$ cat src/design/alarm_pkg.sv
// Package with constants and types for the load alarm supervisor.
package alarm_pkg;

	// Alarm type indices, also status bit positions.
	localparam int ALARM_COUNT = 6;
	localparam int IDX_SUPPLY = 0;
	localparam int IDX_OVERHEAT = 1;
	localparam int IDX_OVERVOLT = 2;
	localparam int IDX_OVERCURRENT = 3;
	localparam int IDX_OVERPOWER = 4;
	localparam int IDX_SHARING = 5;

	// Register byte offsets.
	localparam logic [11:0] OFS_CTRL = 12'h000;
	localparam logic [11:0] OFS_STATUS = 12'h004;
	localparam logic [11:0] OFS_ACK = 12'h008;
	localparam logic [11:0] OFS_OVP_LIMIT = 12'h00C;
	localparam logic [11:0] OFS_OCP_LIMIT = 12'h010;
	localparam logic [11:0] OFS_OPP_LIMIT = 12'h014;
	localparam logic [11:0] OFS_COUNT_BASE = 12'h020;

	// Control register fields.
	localparam int CTRL_INPUT_ON = 0;
	localparam int CTRL_PF_AUTO = 1;
	localparam int CTRL_OT_AUTO = 2;
	localparam int CTRL_MS_LO = 3;
	localparam int CTRL_MS_HI = 4;
	localparam int CTRL_MS_INIT = 5;
	localparam int CTRL_ANALOG_LO = 8;
	localparam int CTRL_ANALOG_HI = 13;

	// Reset values.
	localparam logic [5:0] ANALOG_MASK_RESET = 6'h06;
	localparam logic [15:0] OVP_LIMIT_RESET = 16'hFFFF;
	localparam logic [15:0] OCP_LIMIT_RESET = 16'hFFFF;
	localparam logic [31:0] OPP_LIMIT_RESET = 32'hFFFFFFFF;

	// Largest overvoltage threshold in percent of nominal.
	localparam int OVP_MAX_PERCENT = 110;

	// Master-slave role.
	typedef enum logic [1:0] {
		ROLE_OFF,
		ROLE_MASTER,
		ROLE_SLAVE,
		ROLE_RESERVED
	} ms_role_t;

endpackage

$ cat src/design/load_alarm_supervisor.sv
// Alarm supervision block of a programmable DC load with an APB register port.
//
// What this block does
// - Report alarms on indicator, status and analog.
// - Analog error defaults to overheat and overvoltage.
// - Specific alarm cause visible only in status.
// - Per-alarm occurrence counters, readable after clearing.
// - Supply fail switches the DC input off.
// - Supply-fail auto restart optional; default stays off.
// - Every power-down raises a supply-fail alarm.
// - Overheat switches input off while too hot.
// - Overheat auto restart after cooling is configurable.
// - Overvoltage above programmed threshold switches off.
// - Overcurrent at limit switches input off.
// - Overpower at limit switches input off.
// - Sharing fail blocks switch-on, trips running input.
// - No mode, no cable: no sharing fail.
// - No mode, cable connected: sharing fail.
// - Master flags slave failures seen at initialization.
// - Disconnected slave: uncleared sharing fail, reported out.
// - Slave initialized late signals sharing fail.
// - Cable break after initialization raises sharing fail.
// - Alarms stay latched until acknowledged.
// - Front button acknowledges latched alarms.
//
// The APB slave port and the address map are this design's own decisions.
`timescale 1ns/1ns

module load_alarm_supervisor
	import alarm_pkg::*;
#(
	parameter int VW = 16,
	parameter int CW = 16,
	parameter int OVP_NOMINAL = 1000
) (
	// Clock and reset.
	input wire logic pclk,
	input wire logic presetn,
	// APB slave.
	input wire logic psel,
	input wire logic penable,
	input wire logic pwrite,
	input wire logic [11:0] paddr,
	input wire logic [31:0] pwdata,
	input wire logic [3:0] pstrb,
	output logic [31:0] prdata,
	output logic pready,
	output logic pslverr,
	// Condition pins from the power stage, sharing link and front button, asynchronous.
	input wire logic mains_low,
	input wire logic input_stage_fault,
	input wire logic overheat_in,
	input wire logic share_cable_present,
	input wire logic share_slave_fail,
	input wire logic button_ack,
	// Measurement samples, same clock.
	input wire logic sample_valid,
	input wire logic [VW-1:0] meas_voltage,
	input wire logic [CW-1:0] meas_current,
	// Outputs.
	output logic dc_input_enable,
	output logic error_led,
	output logic analog_error,
	output logic share_fail_report
);

	// Elaboration check: the overvoltage and overcurrent limit registers hold 16 bits, so wider samples
	// would be cut silently; a zero nominal voltage gives no usable ceiling.
	if (VW < 1 || VW > 16 || CW < 1 || CW > 16 || OVP_NOMINAL < 1) begin : g_bad_params
		$error("load_alarm_supervisor: unsupported parameter values");
	end

	localparam logic [31:0] OVP_CEIL = 32'((OVP_NOMINAL * OVP_MAX_PERCENT) / 100);

	// Two-stage synchronisers for pin inputs.
	logic [5:0] pin_meta_reg;
	logic [5:0] pin_sync_reg;
	logic button_prev_reg;
	always_ff @(posedge pclk or negedge presetn) begin
		if (!presetn) begin
			pin_meta_reg <= 6'h00;
			pin_sync_reg <= 6'h00;
		end else begin
			pin_meta_reg <= {button_ack, share_slave_fail, share_cable_present,
				overheat_in, input_stage_fault, mains_low};
			pin_sync_reg <= pin_meta_reg;
		end
	end

	// Named synchronised conditions.
	wire supply_bad = pin_sync_reg[0] | pin_sync_reg[1];
	wire hot = pin_sync_reg[2];
	wire cable = pin_sync_reg[3];
	wire slave_fail = pin_sync_reg[4];
	wire button_level = pin_sync_reg[5];
	wire button_press = button_level & ~button_prev_reg;

	// Registers written by software, then sharing-link tracking state.
	logic input_on_reg;
	logic pf_auto_reg;
	logic ot_auto_reg;
	ms_role_t role_reg;
	logic ms_init_reg;
	logic [5:0] analog_mask_reg;
	logic [15:0] ovp_limit_reg;
	logic [15:0] ocp_limit_reg;
	logic [31:0] opp_limit_reg;
	logic ms_init_seen_reg;
	logic ms_init_late_reg;
	logic booting_reg;
	logic cable_seen_reg;

	// APB decode.
	wire write_access = psel & penable & pwrite;
	wire read_phase = psel & ~pwrite;
	wire hit_ctrl = paddr == OFS_CTRL;
	wire hit_status = paddr == OFS_STATUS;
	wire hit_ack = paddr == OFS_ACK;
	wire hit_ovp = paddr == OFS_OVP_LIMIT;
	wire hit_ocp = paddr == OFS_OCP_LIMIT;
	wire hit_opp = paddr == OFS_OPP_LIMIT;
	wire [11:0] count_rel = paddr - OFS_COUNT_BASE;
	wire hit_count = paddr >= OFS_COUNT_BASE && count_rel[11:2] < 10'(ALARM_COUNT)
		&& paddr[1:0] == 2'b00;
	wire mapped = hit_ctrl | hit_status | hit_ack | hit_ovp | hit_ocp | hit_opp | hit_count;
	wire [31:0] ovp_write_val = {16'h0000, pwdata[15:0]};
	wire ovp_write_ok = ovp_write_val <= OVP_CEIL;
	wire ack_write = write_access & hit_ack;
	// Every access completes in its first access cycle, with no wait state.
	assign pready = 1'b1;
	// Writes of an over-range threshold are refused with an error.
	assign pslverr = psel & penable & (~mapped | (pwrite & hit_ovp & ~ovp_write_ok));

	// Byte-lane merge, shared by the control and limit registers.
	function automatic logic [31:0] lane_merge(input logic [31:0] old, input logic [31:0] nw,
		input logic [3:0] strb);
		for (int i = 0; i < 4; i++) begin
			old[i*8 +: 8] = strb[i] ? nw[i*8 +: 8] : old[i*8 +: 8];
		end
		return old;
	endfunction

	wire [31:0] ctrl_now = {18'h00000, analog_mask_reg, 2'b00, ms_init_reg, role_reg,
		ot_auto_reg, pf_auto_reg, input_on_reg};
	wire [31:0] ctrl_new = lane_merge(ctrl_now, pwdata, pstrb);

	// Control register writes.
	always_ff @(posedge pclk or negedge presetn) begin
		if (!presetn) begin
			input_on_reg <= 1'b0;
			pf_auto_reg <= 1'b0;
			ot_auto_reg <= 1'b0;
			role_reg <= ROLE_OFF;
			ms_init_reg <= 1'b0;
			analog_mask_reg <= ANALOG_MASK_RESET;
		end else if (write_access & hit_ctrl) begin
			input_on_reg <= ctrl_new[CTRL_INPUT_ON];
			pf_auto_reg <= ctrl_new[CTRL_PF_AUTO];
			ot_auto_reg <= ctrl_new[CTRL_OT_AUTO];
			role_reg <= ms_role_t'(ctrl_new[CTRL_MS_HI:CTRL_MS_LO]);
			ms_init_reg <= ctrl_new[CTRL_MS_INIT];
			analog_mask_reg <= ctrl_new[CTRL_ANALOG_HI:CTRL_ANALOG_LO];
		end
	end

	// Merged limit values; lanes without a strobe keep their old contents.
	wire [31:0] ovp_merged = lane_merge({16'h0000, ovp_limit_reg}, pwdata, pstrb);
	wire [31:0] ocp_merged = lane_merge({16'h0000, ocp_limit_reg}, pwdata, pstrb);
	wire [31:0] opp_merged = lane_merge(opp_limit_reg, pwdata, pstrb);

	// Limit registers.
	always_ff @(posedge pclk or negedge presetn) begin
		if (!presetn) begin
			ovp_limit_reg <= OVP_LIMIT_RESET;
			ocp_limit_reg <= OCP_LIMIT_RESET;
			opp_limit_reg <= OPP_LIMIT_RESET;
		end else if (write_access) begin
			if (hit_ovp && ovp_write_ok) begin
				ovp_limit_reg <= ovp_merged[15:0];
			end
			if (hit_ocp) begin
				ocp_limit_reg <= ocp_merged[15:0];
			end
			if (hit_opp) begin
				opp_limit_reg <= opp_merged;
			end
		end
	end

	// Limit comparisons on each new sample, acting in the same cycle.
	wire [31:0] power_now = 32'(meas_voltage) * 32'(meas_current);
	wire ovp_hit = sample_valid && 16'(meas_voltage) > ovp_limit_reg;
	wire ocp_hit = sample_valid && 16'(meas_current) >= ocp_limit_reg;
	wire opp_hit = sample_valid && power_now >= opp_limit_reg;

	// Initialization tracking for the sharing link. Boot lasts until first
	// sample after reset, which stands in for the end of power-up.
	always_ff @(posedge pclk or negedge presetn) begin
		if (!presetn) begin
			ms_init_seen_reg <= 1'b0;
			ms_init_late_reg <= 1'b0;
			booting_reg <= 1'b1;
			button_prev_reg <= 1'b0;
			cable_seen_reg <= 1'b0;
		end else begin
			button_prev_reg <= button_level;
			if (sample_valid) begin
				booting_reg <= 1'b0;
			end
			if (ms_init_reg && !ms_init_seen_reg) begin
				ms_init_seen_reg <= 1'b1;
				ms_init_late_reg <= ~booting_reg;
			end
			// A master remembers that the link was up, so that a later loss
			// reads as a cable break and not as a master left unconnected.
			if (role_reg == ROLE_MASTER && ms_init_seen_reg && cable) begin
				cable_seen_reg <= 1'b1;
			end
			if (!ms_init_reg) begin
				ms_init_seen_reg <= 1'b0;
				cable_seen_reg <= 1'b0;
				ms_init_late_reg <= 1'b0;
			end
		end
	end

	// Sharing link fault cause, per role and cable state.
	logic share_cause;
	always_comb begin
		case (role_reg)
			ROLE_OFF: share_cause = cable;
			ROLE_MASTER: share_cause = ms_init_seen_reg & slave_fail;
			ROLE_SLAVE: share_cause = ~cable
				| (ms_init_seen_reg & ms_init_late_reg)
				| (ms_init_seen_reg & ~cable);
			default: share_cause = 1'b0;
		endcase
	end
	// A master that never saw the link raises no cable break; only a loss after it was up trips.
	wire master_cable_break = role_reg == ROLE_MASTER && cable_seen_reg && !cable;
	wire slave_sticky = role_reg == ROLE_SLAVE && !cable;

	// Present causes per alarm type; supply fail covers power-down too.
	wire [5:0] cause = {share_cause | master_cable_break, opp_hit, ocp_hit, ovp_hit, hot,
		supply_bad};

	// Latched alarms: set wins over clear; clear only once the cause is gone.
	logic [5:0] latched_reg;
	wire ack_any = button_press | ack_write;
	wire [5:0] ack_bits = button_press ? 6'h3F : (ack_write ? pwdata[5:0] : 6'h00);
	wire [5:0] clear_ok = ack_bits & ~cause & ~{slave_sticky, 5'h00};
	// An occurrence is a cause that finds its alarm not yet latched; a limit
	// held across many samples pulses on each one but counts only once.
	wire [5:0] rise = cause & ~latched_reg;
	always_ff @(posedge pclk or negedge presetn) begin
		if (!presetn) begin
			latched_reg <= 6'h00;
		end else begin
			latched_reg <= (latched_reg & ~clear_ok) | cause;
		end
	end

	// Occurrence counters, one per alarm type.
	logic [15:0] count_reg [ALARM_COUNT];
	genvar g;
	generate
		for (g = 0; g < ALARM_COUNT; g++) begin : g_count
			always_ff @(posedge pclk or negedge presetn) begin
				if (!presetn) begin
					count_reg[g] <= 16'h0000;
				end else if (rise[g] && count_reg[g] != 16'hFFFF) begin
					count_reg[g] <= count_reg[g] + 16'h0001;
				end
			end
		end
	endgenerate

	// Auto restart state: an input tripped by supply or heat waits for the
	// cause to clear, then resumes if the matching auto setting is on or once acknowledged.
	// An acknowledge drops the sources first; the restart test passes a cycle later.
	logic tripped_reg;
	logic [5:0] trip_src_reg;
	wire restart_ok = (!trip_src_reg[IDX_SUPPLY] || (pf_auto_reg && !supply_bad))
		&& (!trip_src_reg[IDX_OVERHEAT] || (ot_auto_reg && !hot))
		&& trip_src_reg[5:2] == 4'h0;
	always_ff @(posedge pclk or negedge presetn) begin
		if (!presetn) begin
			tripped_reg <= 1'b0;
			trip_src_reg <= 6'h00;
		end else if (|cause) begin
			tripped_reg <= 1'b1;
			trip_src_reg <= trip_src_reg | cause;
		end else if (tripped_reg && (restart_ok || (ack_any && latched_reg == 6'h00))) begin
			tripped_reg <= 1'b0;
			trip_src_reg <= 6'h00;
		end else if (ack_any) begin
			trip_src_reg <= trip_src_reg & ~clear_ok;
		end
	end

	// Input enable: cut combinationally the same cycle a cause appears.
	// Sharing fail also blocks switch-on while it stays latched.
	assign dc_input_enable = input_on_reg & ~tripped_reg & ~(|cause)
		& ~latched_reg[IDX_SHARING];

	// Indications: front LED, analog collective, sharing report to master.
	logic error_led_reg;
	logic analog_error_reg;
	logic share_report_reg;
	always_ff @(posedge pclk or negedge presetn) begin
		if (!presetn) begin
			error_led_reg <= 1'b0;
			analog_error_reg <= 1'b0;
			share_report_reg <= 1'b0;
		end else begin
			error_led_reg <= |latched_reg;
			analog_error_reg <= |(latched_reg & analog_mask_reg);
			share_report_reg <= role_reg == ROLE_SLAVE && latched_reg[IDX_SHARING];
		end
	end
	assign error_led = error_led_reg;
	assign analog_error = analog_error_reg;
	assign share_fail_report = share_report_reg;

	// Read data mux; status shows the specific alarm, the analog line never does.
	// The counter index is forced to zero off the counter range, so the array
	// is never indexed past its end when another register is read.
	wire [2:0] count_idx = hit_count ? count_rel[4:2] : 3'h0;
	wire [31:0] read_val = hit_ctrl ? ctrl_now
		: hit_status ? {14'h0000, 2'(role_reg), ms_init_seen_reg, tripped_reg,
			dc_input_enable, 1'b0, cause, latched_reg}
		: hit_ovp ? {16'h0000, ovp_limit_reg}
		: hit_ocp ? {16'h0000, ocp_limit_reg}
		: hit_opp ? opp_limit_reg
		: hit_count ? {16'h0000, count_reg[count_idx]}
		: 32'h00000000;
	always_ff @(posedge pclk or negedge presetn) begin
		if (!presetn) begin
			prdata <= 32'h00000000;
		end else if (read_phase && !penable) begin
			prdata <= read_val;
		end
	end

endmodule // load_alarm_supervisor

$ cat config.mk
export PLATFORM = sky130hd
export DESIGN_NAME = load_alarm_supervisor
export DESIGN_NICKNAME = d
export VERILOG_FILES = /design/src/design/alarm_pkg.sv /design/src/design/load_alarm_supervisor.sv
export SDC_FILE = /design/constraint.sdc
export NUM_CORES = 1
export LEC_CHECK = 0
export BUFFER_PORTS_ARGS = -buffer_cell sky130_fd_sc_hd__clkbuf_2
export CORE_ASPECT_RATIO = 1.4
export CORE_MARGIN = 2
export CORE_UTILIZATION = 35
export DETAILED_ROUTE_END_ITERATION = 8
export PLACE_DENSITY = 0.61
export SYNTH_ARGS = -nofsm -noshare
export SYNTH_HDL_FRONTEND = slang
export SYNTH_SLANG_ARGS = --single-unit
$ cat constraint.sdc
create_clock -name pclk -period 15.9 [get_ports pclk]
set_input_delay 0.795 -clock pclk [delete_from_list [all_inputs] [get_ports pclk]]
set_output_delay 0.795 -clock pclk [all_outputs]
set_load 0.03 [all_outputs]
# After elaboration in Yosys (flattened, before gate mapping)
# Index checks and enable logic that the tools add are counted.
# totals
wordCells	193
input_bits	92
reg_bits	237
out_inout_bits	38
# op_classes
order_cmp	7
addsub	7
muxes	24
n_eq_ne	15
mul	1
reduce_logical	56
bitwise_logic	49
# op_table
op	n
two-way mux 32 bit	5
adder 16 x 1 -> 16 bit, second input constant	6
!= test 16 bit, second input constant	6
binary-select mux 16 bit (select 3 bit)	1
two-way mux 16 bit	3
bitwise AND 6 bit	6
>= comparator 32 bit	1
multiplier 16 x 16 -> 32 bit	1
two-way mux 6 bit	5
logical AND 1 bit	26
== test 12 x 4 -> 1 bit, second input constant	2
== test 12 x 5 -> 1 bit, second input constant	2
inverter 6 bit	4
AND reduction 3 bit	8
OR reduction 6 bit	3
>= comparator 16 bit	1
greater-than comparator 16 bit	1
<= comparator 16 x 11 -> 1 bit, second input constant	1
bitwise AND 1 bit	15
== test 12 x 3 -> 1 bit, second input constant	1
>= comparator 12 x 6 -> 1 bit, second input constant	1
zero test 12 bit	1
OR 1 bit	12
OR 6 bit	2
19 further kinds	45

# Logic depth before layout (Yosys ltp)
# Gate-level depths: netlist of the first run.
# logic_depth
word_depth	15
depth_mapped	33

# Least setup slack after synthesis of the first run
# Ideal clock, no wire load.
# synth_path
path_kind	in2out
from	in meas_current[9]
to	out dc_input_enable
path_slack_ps	6800
path_stages	29
path_buffers	1
t_arrival_ps	8305
cell_sequence	clkbuf_1 -> nand2_1 -> fa_1 -> inv_1 -> fa_1 -> inv_1 -> fa_1 -> inv_1 -> fa_1 -> fa_1 -> inv_1 -> fa_1 -> inv_1 -> ha_1 -> a211o_1 -> o211ai_1 -> a21oi_1 -> a211o_1 -> a31oi_4 -> o21ai_2 -> o311ai_1 -> ha_1 -> a21o_1 -> a21o_1 -> a21o_1 -> a2bb2oi_1 -> o2111a_1 -> o2111ai_4 -> nor4b_2
# synth_between
elab_chain_cells	7
# synth_lines
item	line_no	rtl
from (decl)	load_alarm_supervisor.sv:59	input wire logic [CW-1:0] meas_current,
multiplier 16 x 16 -> 32 bit	load_alarm_supervisor.sv:191	wire [31:0] power_now = 32'(meas_voltage) * 32'(meas_current);
>= comparator 32 bit	load_alarm_supervisor.sv:194	wire opp_hit = sample_valid && power_now >= opp_limit_reg;
logical AND 1 bit	load_alarm_supervisor.sv:194	
OR reduction 6 bit *	load_alarm_supervisor.sv:303	assign dc_input_enable = input_on_reg & ~tripped_reg & ~(|cause)
inverter 1 bit *	load_alarm_supervisor.sv:303	
bitwise AND 1 bit *	load_alarm_supervisor.sv:303	
bitwise AND 1 bit *	load_alarm_supervisor.sv:304	& ~latched_reg[IDX_SHARING];
to (decl)	load_alarm_supervisor.sv:61	output logic dc_input_enable,
# Mark *: on every way between the ends. The rest lies on a longest branch, timed or not.

# Worst setup path in the final report of the first run
# layout_path
from	in meas_current[12]
to	out dc_input_enable
# Same word-level chain as after synthesis.

==> flow_metrics.tcl, run 1 <==
set metrics [dict create \
    setup_viol 0 \
    final_cell_mix "inv_1, nand2_1, fa_1" \
    synth_nets 2683 \
    yosys_warnings 0 \
    vias 16600 \
    drc_errors 0 \
    synth_ff_type "dfrtp_1" \
    grt_pass1_wl_um 98500 \
    vias_per_cell 5.28 \
    skew_ns 0.0311 \
    cts_buffers 23 \
    synth.avg_cell_area_um2 9.62 \
    layout_commonest_cell "inv_1" \
    dieWidth_um 213 \
    gp_congestion 0.918 \
    place_inst 3101 \
    reg2reg_slack_ns 12.52 \
    hold_buffers 0 \
    core_um2 60600 \
    dieArea_um2 63100 \
    peakVddDrop_mv 0.244 \
    ys_seq_elements 237 \
    hold_violations 0 \
    syn_inst 2222 \
    cp_num_cells 30 \
    p_leak_uw 0.0114 \
    htreeDepth 1 \
    synth-edff-count 0 \
    grt_pass1_vias 17300 \
    start_util_pct 35.2 \
    ctsResizeCount 0 \
    clock-root-buffer "clkbuf_16" \
    dpl-instance-area_um2 22800 \
    critPathTopFamily "adder cells" \
    nets 2770 \
    syn-cell-area_um2 21400 \
    setup.worst_path.end_class "output pin" \
    ant_nets 0 \
    cp-start-kind "input port" \
    dieHeight_um 296 \
    clock_latency_ns 0.53 \
    path_max_fanout 17 \
    post-dp-hpwl_um 49800 \
    worst-endpoint-arrival_ns 9.31 \
    grt_start_max_net_pins 83 \
    max_slew.worst_pin.slew_ns 1.09 \
    rows 107 \
    outcome "complete, no violations" \
    path_class "input port to output pin" \
    max_freq_mhz 98.9 \
    wl_um 62900 \
    seq_area_frac_synth_pct 28.1 \
    wire_per_inst_um 20.0 \
    post-route-cell-area_um2 23600 \
    rsz0062_at_grt "false" \
    clock_sink_count 237 \
    cpMaxStageDelayCell "a2111oi_0" \
    synth_cell_types 90 \
    antenna_found_initial 7 \
    critPathRequiredTime_ns 15.11 \
    postSynth.asyncResetShare_pct 100 \
    regToRegEndpoint "prdata[13]" \
    timing.final.crit_share_pct 63.6 \
    path_common_cell "fa_1" \
    largest_reg_flops 96 \
    port_buffers 128 \
    io_pins 130 \
    synthToLayoutAreaGrowth_pct 10.3 \
    final_layout_size_suffix_gt1_share_pct 13.4 \
    tritoncts "built" \
    max_cap_violations 0 \
    first_pass_iters 6 \
    post-cts-setup-buffers 0 \
    slew_violations 0 \
    clock_path_buffers 3 \
    reg2regPathDepth 10 \
    power.density_nw_per_um2 201 \
    path_buf_inv 6 \
    hold_path.class "input port to asynchronous set/reset pin" \
    stdcell_count 3143 \
    slew_headroom_pct 27.0 \
    finalSetupTns_ns 0 \
    slowest_delay_ns 0.61 \
    path_clk_slew_ns 0.06 \
    reg2reg_from "ovp_limit_reg[1]" \
    overflow 0 \
    grt_usage_pct 20.3 \
    fin_crit_ns 10.11 \
    drtIter0Drc 1085 \
]
worst register-to-register path: stages, from the launching register on:
cell       delay, ns
dfstp_2         0.56
inv_1           0.06
ha_1            0.28
nor2b_1         0.13
o31ai_1         0.28
a21oi_1         0.14
o311ai_1        0.27
a21o_1          0.54
o2111ai_4       0.35
nor4b_2         0.51
a31o_1          0.21
layer usage:
| layer | vias up | track usage, % | wire length [µm] |
|---|---|---|---|
| met3 | 114 | 2.49 | 3390 |
| met5 | - | 0 | 63 |
| li1 | 7548 | - | - |
| met1 | 8426 | 24.8 | 24700 |
| met4 | 10 | 7.11 | 2320 |
| met2 | 502 | 36.5 | 32500 |
worst max-delay path by stage:
stage	start	endpoint
after global routing	meas_current[12]	dc_input_enable
final	meas_current[12]	dc_input_enable
after detailed placement	meas_current[9]	dc_input_enable
after global placement	meas_current[12]	dc_input_enable
after floorplan	meas_current[9]	dc_input_enable
after CTS	meas_current[9]	dc_input_enable
power by group:
group | internal, µW | total [µW] | switching [µW] | leakage [µW]
combinational | 1490 | 3490 | 2000 | 0.00804
clock | 310 | 555 | 244 | 0.000378
sequential | 638 | 686 | 47.1 | 0.00294
cells by family (layout without fill, tap and decap cells):
group	count (synthesis)	in the layout	synth area share (%)
buffers and inverters	390	492	6.94
adders and majority gates	369	369	28.4
other	1	3	0.0175
AOI/OAI and AO/OA	305	305	9.71
xor gates and xnor gates	111	111	4.55
muxes	110	110	5.84
and+or+nand+nor	699	699	16.4
DFF	237	237	28.1
synth_stat cells, drive strengths merged (4+ instances only):
| master | n | area share [%] |
|---|---|---|
| mux2i | 37 | 1.7 |
| and2 | 124 | 3.6 |
| xor2 | 40 | 1.6 |
| dfrtp | 170 | 20 |
| dfstp | 67 | 8.2 |
| nor2b | 17 | 0.50 |
| and4 | 11 | 0.46 |
| xnor2 | 71 | 2.9 |
| a21o | 30 | 1.1 |
| clkbuf | 61 | 1.1 |
| o21ai | 64 | 1.5 |
| nand2 | 270 | 4.7 |
| a211o | 5 | 0.20 |
| mux2 | 68 | 3.6 |
| inv | 315 | 5.5 |
| o311ai | 4 | 0.16 |
| mux4 | 5 | 0.53 |
| a222oi | 5 | 0.23 |
| o21bai | 5 | 0.18 |
| nor3 | 38 | 1.1 |
| a221oi | 7 | 0.29 |
| or3 | 4 | 0.12 |
| a31oi | 12 | 0.42 |
| nor4 | 7 | 0.30 |
| nand3 | 63 | 1.6 |
| nor2 | 90 | 1.6 |
| buf | 14 | 0.34 |
| o21a | 12 | 0.42 |
| nand2b | 8 | 0.23 |
| and3 | 21 | 0.64 |
| nand4 | 34 | 1.0 |
| a21oi | 69 | 1.7 |
| a22oi | 7 | 0.25 |
| o31ai | 18 | 0.63 |
| o221ai | 6 | 0.25 |
| a211oi | 18 | 0.63 |
| o211ai | 16 | 0.59 |
| fa | 194 | 18 |
| ha | 175 | 10 |
area by class of cell:
cell class	count	area (µm²)
clock buffer	32	703
multi-input combinational	1595	13900
clock inverter	8	47.5
sequential	237	6010
fill	6028	37100
timing repair buffer	137	721
antenna	2	5.00
inverter	315	1180
tap	817	1020
through the flow:
step                      total power [µW]  hold WS [ns]  worst slack, ns  util, %
final                                 4730         0.229             5.79     38.9
after global routing                  5260         0.286             5.20     38.9
after CTS                             4730         0.260             5.80     38.9
after detailed placement              4140         0.339             5.81     37.6
after global placement                4030         0.333             5.86     37.6
after floorplan                       3280         0.331             6.80        -
(Power assumes the default switching activity.)
==> inputs of run 2 (changes only) <==
--- a/config.mk
+++ b/config.mk
@@ -5,6 +5,7 @@
 export SDC_FILE = /design/constraint.sdc
 export NUM_CORES = 1
 export LEC_CHECK = 0
+export ABC_AREA = 1
 export BUFFER_PORTS_ARGS = -buffer_cell sky130_fd_sc_hd__clkbuf_2
 export CORE_ASPECT_RATIO = 1.4
 export CORE_MARGIN = 2
==> constraint.sdc (replaced) <==
create_clock -name pclk -period 9.3 [get_ports pclk]
set_input_delay 0.465 -clock pclk [delete_from_list [all_inputs] [get_ports pclk]]
set_output_delay 0.465 -clock pclk [all_outputs]
set_load 0.03 [all_outputs]
==> flow_metrics.tcl, run 2 <==
set metrics [dict create \
    outcome "complete, no violations" \
    worst-endpoint-arrival_ns 7.98 \
    start_util_pct 35.4 \
    fin_ws_ns 0.860 \
    wl_um 69600 \
    clock_path_buffers 3 \
    gp_congestion 0.941 \
    final_cell_mix "nand2_1, inv_1, fa_1" \
    wire_per_inst_um 17.9 \
    overflow 0 \
    port_buffers 128 \
    peakVddDrop_mv 0.365 \
    cts_buffers 24 \
    seq_area_frac_synth_pct 26.4 \
    max_freq_mhz 118 \
    path_clk_slew_ns 0.06 \
    fin_crit_ns 8.44 \
    hold_path.class "input port to asynchronous set/reset pin" \
    drc_errors 0 \
    synth_top_area_cell "dfrtp_1" \
    tritoncts "built" \
    yosys-mux-area-fraction_pct 0.841 \
    finalSetupTns_ns 0 \
    holdWs_ns 0.00844 \
    drtIter0Drc 1276 \
    synthAdderAreaFrac_pct 26.7 \
    yosys.area_share.simple_pct 21.4 \
    syn-cell-area_um2 22800 \
    reg2reg_slack_ns 6.11 \
    final_layout_size_suffix_gt1_share_pct 9.90 \
    synth_top_family_by_area "adder cells" \
    clock_latency_ns 0.54 \
    setup_viol 0 \
    vias_per_cell 4.93 \
    rsz0062_at_grt "false" \
    first_pass_iters 5 \
    synth_nets 3426 \
    post-cts-setup-buffers 0 \
    rows 110 \
    regToRegEndpoint "count_reg[40]" \
    io_pins 130 \
    synth_ff_type "dfrtp_1" \
    path_class "input port to output pin" \
    layout_commonest_cell "nand2_1" \
    power.density_nw_per_um2 340 \
    ys_seq_elements 237 \
    synth.avg_cell_area_um2 7.68 \
    clock_sink_count 237 \
    grt_pass1_wl_um 110000 \
    dpl_worst_slack_ns 0.938 \
    slowest_delay_ns 0.56 \
    cpMaxStageDelayCell "fa_1" \
    vias 19100 \
    antenna_found_initial 3 \
    htreeDepth 1 \
    largest_reg_flops 96 \
    ant_nets 0 \
    utilization_pct 38.6 \
    cp-startpoint "meas_current[12]" \
    timing.final.crit_share_pct 90.8 \
    synth-edff-count 0 \
    hold_buffers 0 \
    crit_path_end "dc_input_enable" \
    grt_pass1_vias 19800 \
    max_slew.worst_pin.slew_ns 1.01 \
    syn_inst 2965 \
    grt_start_max_net_pins 129 \
    nets 3483 \
    reg2regPathDepth 13 \
    reg2reg_from "ocp_limit_reg[15]" \
    max_cap_violations 0 \
    path_max_fanout 17 \
    dieHeight_um 306 \
    synthToLayoutAreaGrowth_pct 9.09 \
    synth_top_cell_area_share_pct 18.7 \
    postSynth.asyncResetShare_pct 100 \
    p_leak_uw 0.0130 \
    path_common_cell "fa_1" \
    dpl-instance-area_um2 24100 \
    clock-root-buffer "clkbuf_16" \
    post-route-cell-area_um2 24800 \
    synthXorXnorAreaFrac_pct 4.31 \
    critPathRequiredTime_ns 8.84 \
    synth_cell_types 52 \
    yosys-top-cells-count "nand2_1, inv_1, fa_1" \
    hold_violations 0 \
    skew_ns 0.0119 \
    post-dp-hpwl_um 56300 \
    dieWidth_um 220 \
    cp-start-kind "input port" \
    dieArea_um2 67100 \
    yosys_warnings 0 \
    synth-compound-area-share_pct 7.80 \
    setup.worst_path.end_class "output pin" \
    slew_headroom_pct 32.6 \
    slew_violations 0 \
    ctsResizeCount 0 \
    grt_usage_pct 21.2 \
    synth.most_common_cell "nand2_1" \
    yosys-top-cells-area "dfrtp_1, fa_1, nand2_1" \
    core_um2 64300 \
]
-- run 2: final cells by class --
| cell class | count | area (µm²) |
|---|---|---|
| Antenna cell | 2 | 5.00 |
| Clock buffer | 31 | 647 |
| Clock inverter | 12 | 110 |
| Fill cell | 6746 | 39400 |
| Inverter | 645 | 2420 |
| Multi-Input combinational cell | 1982 | 13900 |
| Sequential cell | 237 | 6010 |
| Tap cell | 840 | 1050 |
| Timing Repair Buffer | 132 | 681 |
-- run 2: worst max-delay path: cells and delay by family --
kind | cells | cell delay (ns)
AO/OA/AOI/OAI | 3 | 0.38
XOR/XNOR | 1 | 0.21
buffers and inverters | 7 | 1.03
AND/OR/NAND/NOR | 11 | 1.99
adder cells (fa/ha/maj) | 8 | 3.87
-- run 2: metal layers --
layer  up-vias  GRT usage, %  part of all wire, %
met2       554          39.2                   52
li1       9189             -                    -
met5         -             0                0.019
met1      9229          23.9                   37
met4         2          10.8                  5.9
met3       165          1.92                  4.6
-- run 2: worst min-delay path by stage --
stage	startpoint	end	depth (start not counted)
2_1_floorplan	presetn	analog_error	0
3_3_place_gp	pin_meta_reg[2]	pin_sync_reg[2]	0
3_5_place_dp	pin_meta_reg[4]	pin_sync_reg[4]	0
4_1_cts	button_ack	pin_meta_reg[5]	1
5_1_grt	share_cable_present	pin_meta_reg[3]	1
6_report	presetn	prdata[2]	1
-- run 2: cells by family after synthesis --
kind of cell,Yosys count
flip-flops,237
AND/OR/NAND/NOR,1158
other,1
buffers and inverters,746
adder cells (fa/ha/maj),369
multiplexers,17
AO/OA/AOI/OAI,325
XOR/XNOR,112
-- run 2: power by group --
| part | switching (µW) | internal, µW | total (µW) |
|---|---|---|---|
| Sequential | 87.7 | 1120 | 1200 |
| Combinational | 3920 | 2360 | 6280 |
| Clock | 430 | 524 | 954 |
-- run 2: through the flow --
stage,power (µW),cells
5_1_grt,9510,3879
4_1_cts,8480,3879
3_3_place_gp,7440,3836
2_1_floorplan,5850,2965
6_report,8440,3881
3_5_place_dp,7450,3836
==> inputs of run 3 (changes only) <==
--- a/config.mk
+++ b/config.mk
@@ -11,6 +11,7 @@
 export CORE_MARGIN = 2
 export CORE_UTILIZATION = 35
 export DETAILED_ROUTE_END_ITERATION = 8
+export GPL_TIMING_DRIVEN = 0
 export PLACE_DENSITY = 0.61
 export SYNTH_ARGS = -nofsm -noshare
 export SYNTH_HDL_FRONTEND = slang
==> constraint.sdc (replaced) <==
create_clock -name pclk -period 9.7 [get_ports pclk]
set_input_delay 0.485 -clock pclk [delete_from_list [all_inputs] [get_ports pclk]]
set_output_delay 0.485 -clock pclk [all_outputs]
set_load 0.03 [all_outputs]
==> flow_metrics.tcl, run 3 (synthesis results as in run 2) <==
set metrics [dict create \
    skew_ns 0.0140 \
    tritoncts "built" \
    clock_latency_ns 0.55 \
    largest_reg_flops 96 \
    first_pass_iters 5 \
    dieHeight_um 306 \
    nFillCells 6714 \
    grt_usage_pct 21.7 \
    fin_crit_ns 9.32 \
    outcome "complete, no violations" \
    reg2reg_slack_ns 6.70 \
    dpl-instance-area_um2 24500 \
    critPathRequiredTime_ns 9.22 \
    core_um2 64300 \
    path_class "input port to output pin" \
    holdCritStartpoint "input_stage_fault" \
    min_path_cells 1 \
    layout_commonest_cell "nand2_1" \
    worst-endpoint-arrival_ns 8.84 \
    vias_per_cell 4.92 \
    setup_viol 0 \
    gp_congestion 0.964 \
    clock_path_buffers 3 \
    slowest_delay_ns 0.56 \
    final_layout_size_suffix_gt1_share_pct 10.2 \
    peakVddDrop_mv 0.533 \
    n_antenna_cell 0 \
    power.density_nw_per_um2 318 \
    ant_nets 0 \
    hold_path.class "input port to register" \
    wire_per_inst_um 17.9 \
    reg2reg_from "ocp_limit_reg[12]" \
    nets 3580 \
    timing.final.crit_share_pct 96.1 \
    synthToLayoutAreaGrowth_pct 11.3 \
    clock-root-buffer "clkbuf_16" \
    overflow 0 \
    cts_buffers 24 \
    finalSetupTns_ns 0 \
    port_buffers 125 \
    htreeDepth 1 \
    rsz0062_at_grt "false" \
    grt_start_max_net_pins 91 \
    final_cell_mix "nand2_1, inv_1, fa_1" \
    grt_pass1_wl_um 112000 \
    slew_violations 0 \
    regToRegEndpoint "count_reg[40]" \
    path_max_fanout 10 \
    max_freq_mhz 107 \
    antenna_found_initial 0 \
    max_slew.worst_pin.slew_ns 0.958 \
    post-cts-setup-buffers 0 \
    reg2regPathDepth 13 \
    io_pins 130 \
    post-dp-hpwl_um 59700 \
    wl_um 71200 \
    critPathTopFamily "adder cells" \
    p_leak_uw 0.0133 \
    start_util_pct 35.4 \
    dieWidth_um 220 \
    path_clk_slew_ns 0.06 \
    cp-start-kind "input port" \
    vias 19600 \
    dpl_worst_slack_ns 0.125 \
    clock_sink_count 237 \
    rows 110 \
    setup.worst_path.end_class "output pin" \
    drc_errors 0 \
    post-route-cell-area_um2 25300 \
    grt_pass1_vias 20500 \
    drtIter0Drc 1103 \
    fin_ws_ns 0.380 \
    dieArea_um2 67100 \
    hold_violations 0 \
    max_cap_violations 0 \
    path_buf_inv 10 \
    slew_headroom_pct 35.6 \
    cpMaxStageDelayCell "fa_1" \
    holdPathEnd "pin_meta_reg[1]" \
]
==> run 3: cell types whose count changed in the layout (fill, tap and decap cells not counted), sizes merged <==
cell         change
buf             +17
clkinvlp         -3
diode            -2
clkbuf          +83
dlygate4sd3      +1
bufinv           +1
clkinv           -1
==> run 3: timing repair <==
action                                  4_1_cts  5_1_grt
endpoints found under the setup margin        0        1
resized for setup                             0        7
endpoints found under the hold margin        27        0
hold buffers                                  1        0
==> run 3: worst register-to-register path, cell delays in order, from the launching register on <==
cell,delay [ns]
dfstp_2,0.54
inv_1,0.09
ha_1,0.29
nand4_1,0.12
nor3_1,0.34
nand3_1,0.12
nand3_1,0.21
nand2_1,0.17
inv_1,0.22
nand2_2,0.14
inv_1,0.21
nand4_1,0.19
o21ai_0,0.20
nand2_1,0.07
==> run 3: worst max-delay path by stage <==
| stage | from | endpoint | slack, ns | cells past startpoint |
|---|---|---|---|---|
| CTS | meas_voltage[9] | dc_input_enable | 0.1 | 34 |
| finish | meas_current[8] | dc_input_enable | 0.38 | 34 |
| detailed placement | meas_voltage[9] | dc_input_enable | 0.12 | 34 |
| global placement | meas_voltage[9] | dc_input_enable | 0.21 | 34 |
| global route | meas_current[8] | dc_input_enable | 0.0005 | 34 |
| floorplan | meas_voltage[5] | dc_input_enable | 2.38 | 32 |
==> run 3: metal layers <==
| metal | track usage [%] | share of wire, % | vias up |
|---|---|---|---|
| li1 | - | - | 9387 |
| met1 | 24.4 | 37 | 9366 |
| met2 | 39.8 | 52 | 598 |
| met3 | 2.03 | 4.7 | 217 |
| met4 | 12.0 | 6.3 | 0 |
| met5 | 0 | 0 | - |
==> run 3: area by class of cell <==
type	instances	area [µm²]	area share, %
Timing Repair Buffer	128	699	2.76
Buffer	101	433	1.71
Tap cell	840	1050	4.15
Inverter	645	2420	9.55
Sequential cell	237	6010	23.7
Clock buffer	35	723	2.85
Multi-Input combinational cell	1982	13900	54.9
Clock inverter	9	98.8	0.390
==> run 3: where the power goes <==
part           switching, µW  total, µW  internal [µW]
Sequential              82.4       1150           1070
Combinational           3660       5930           2270
Clock                    403        974            571
==> run 3: metrics by stage <==
step	total power (µW)	utilization [%]	std cells	hold WS [ns]
final	8060	39.4	3977	0.0503
after global routing	9100	39.4	3977	0.0385
after CTS	8100	39.4	3977	0.0288
after detailed placement	7050	38.1	3932	0.335
after global placement	6980	38.0	3930	0.335
after floorplan	5610	-	2965	0.189
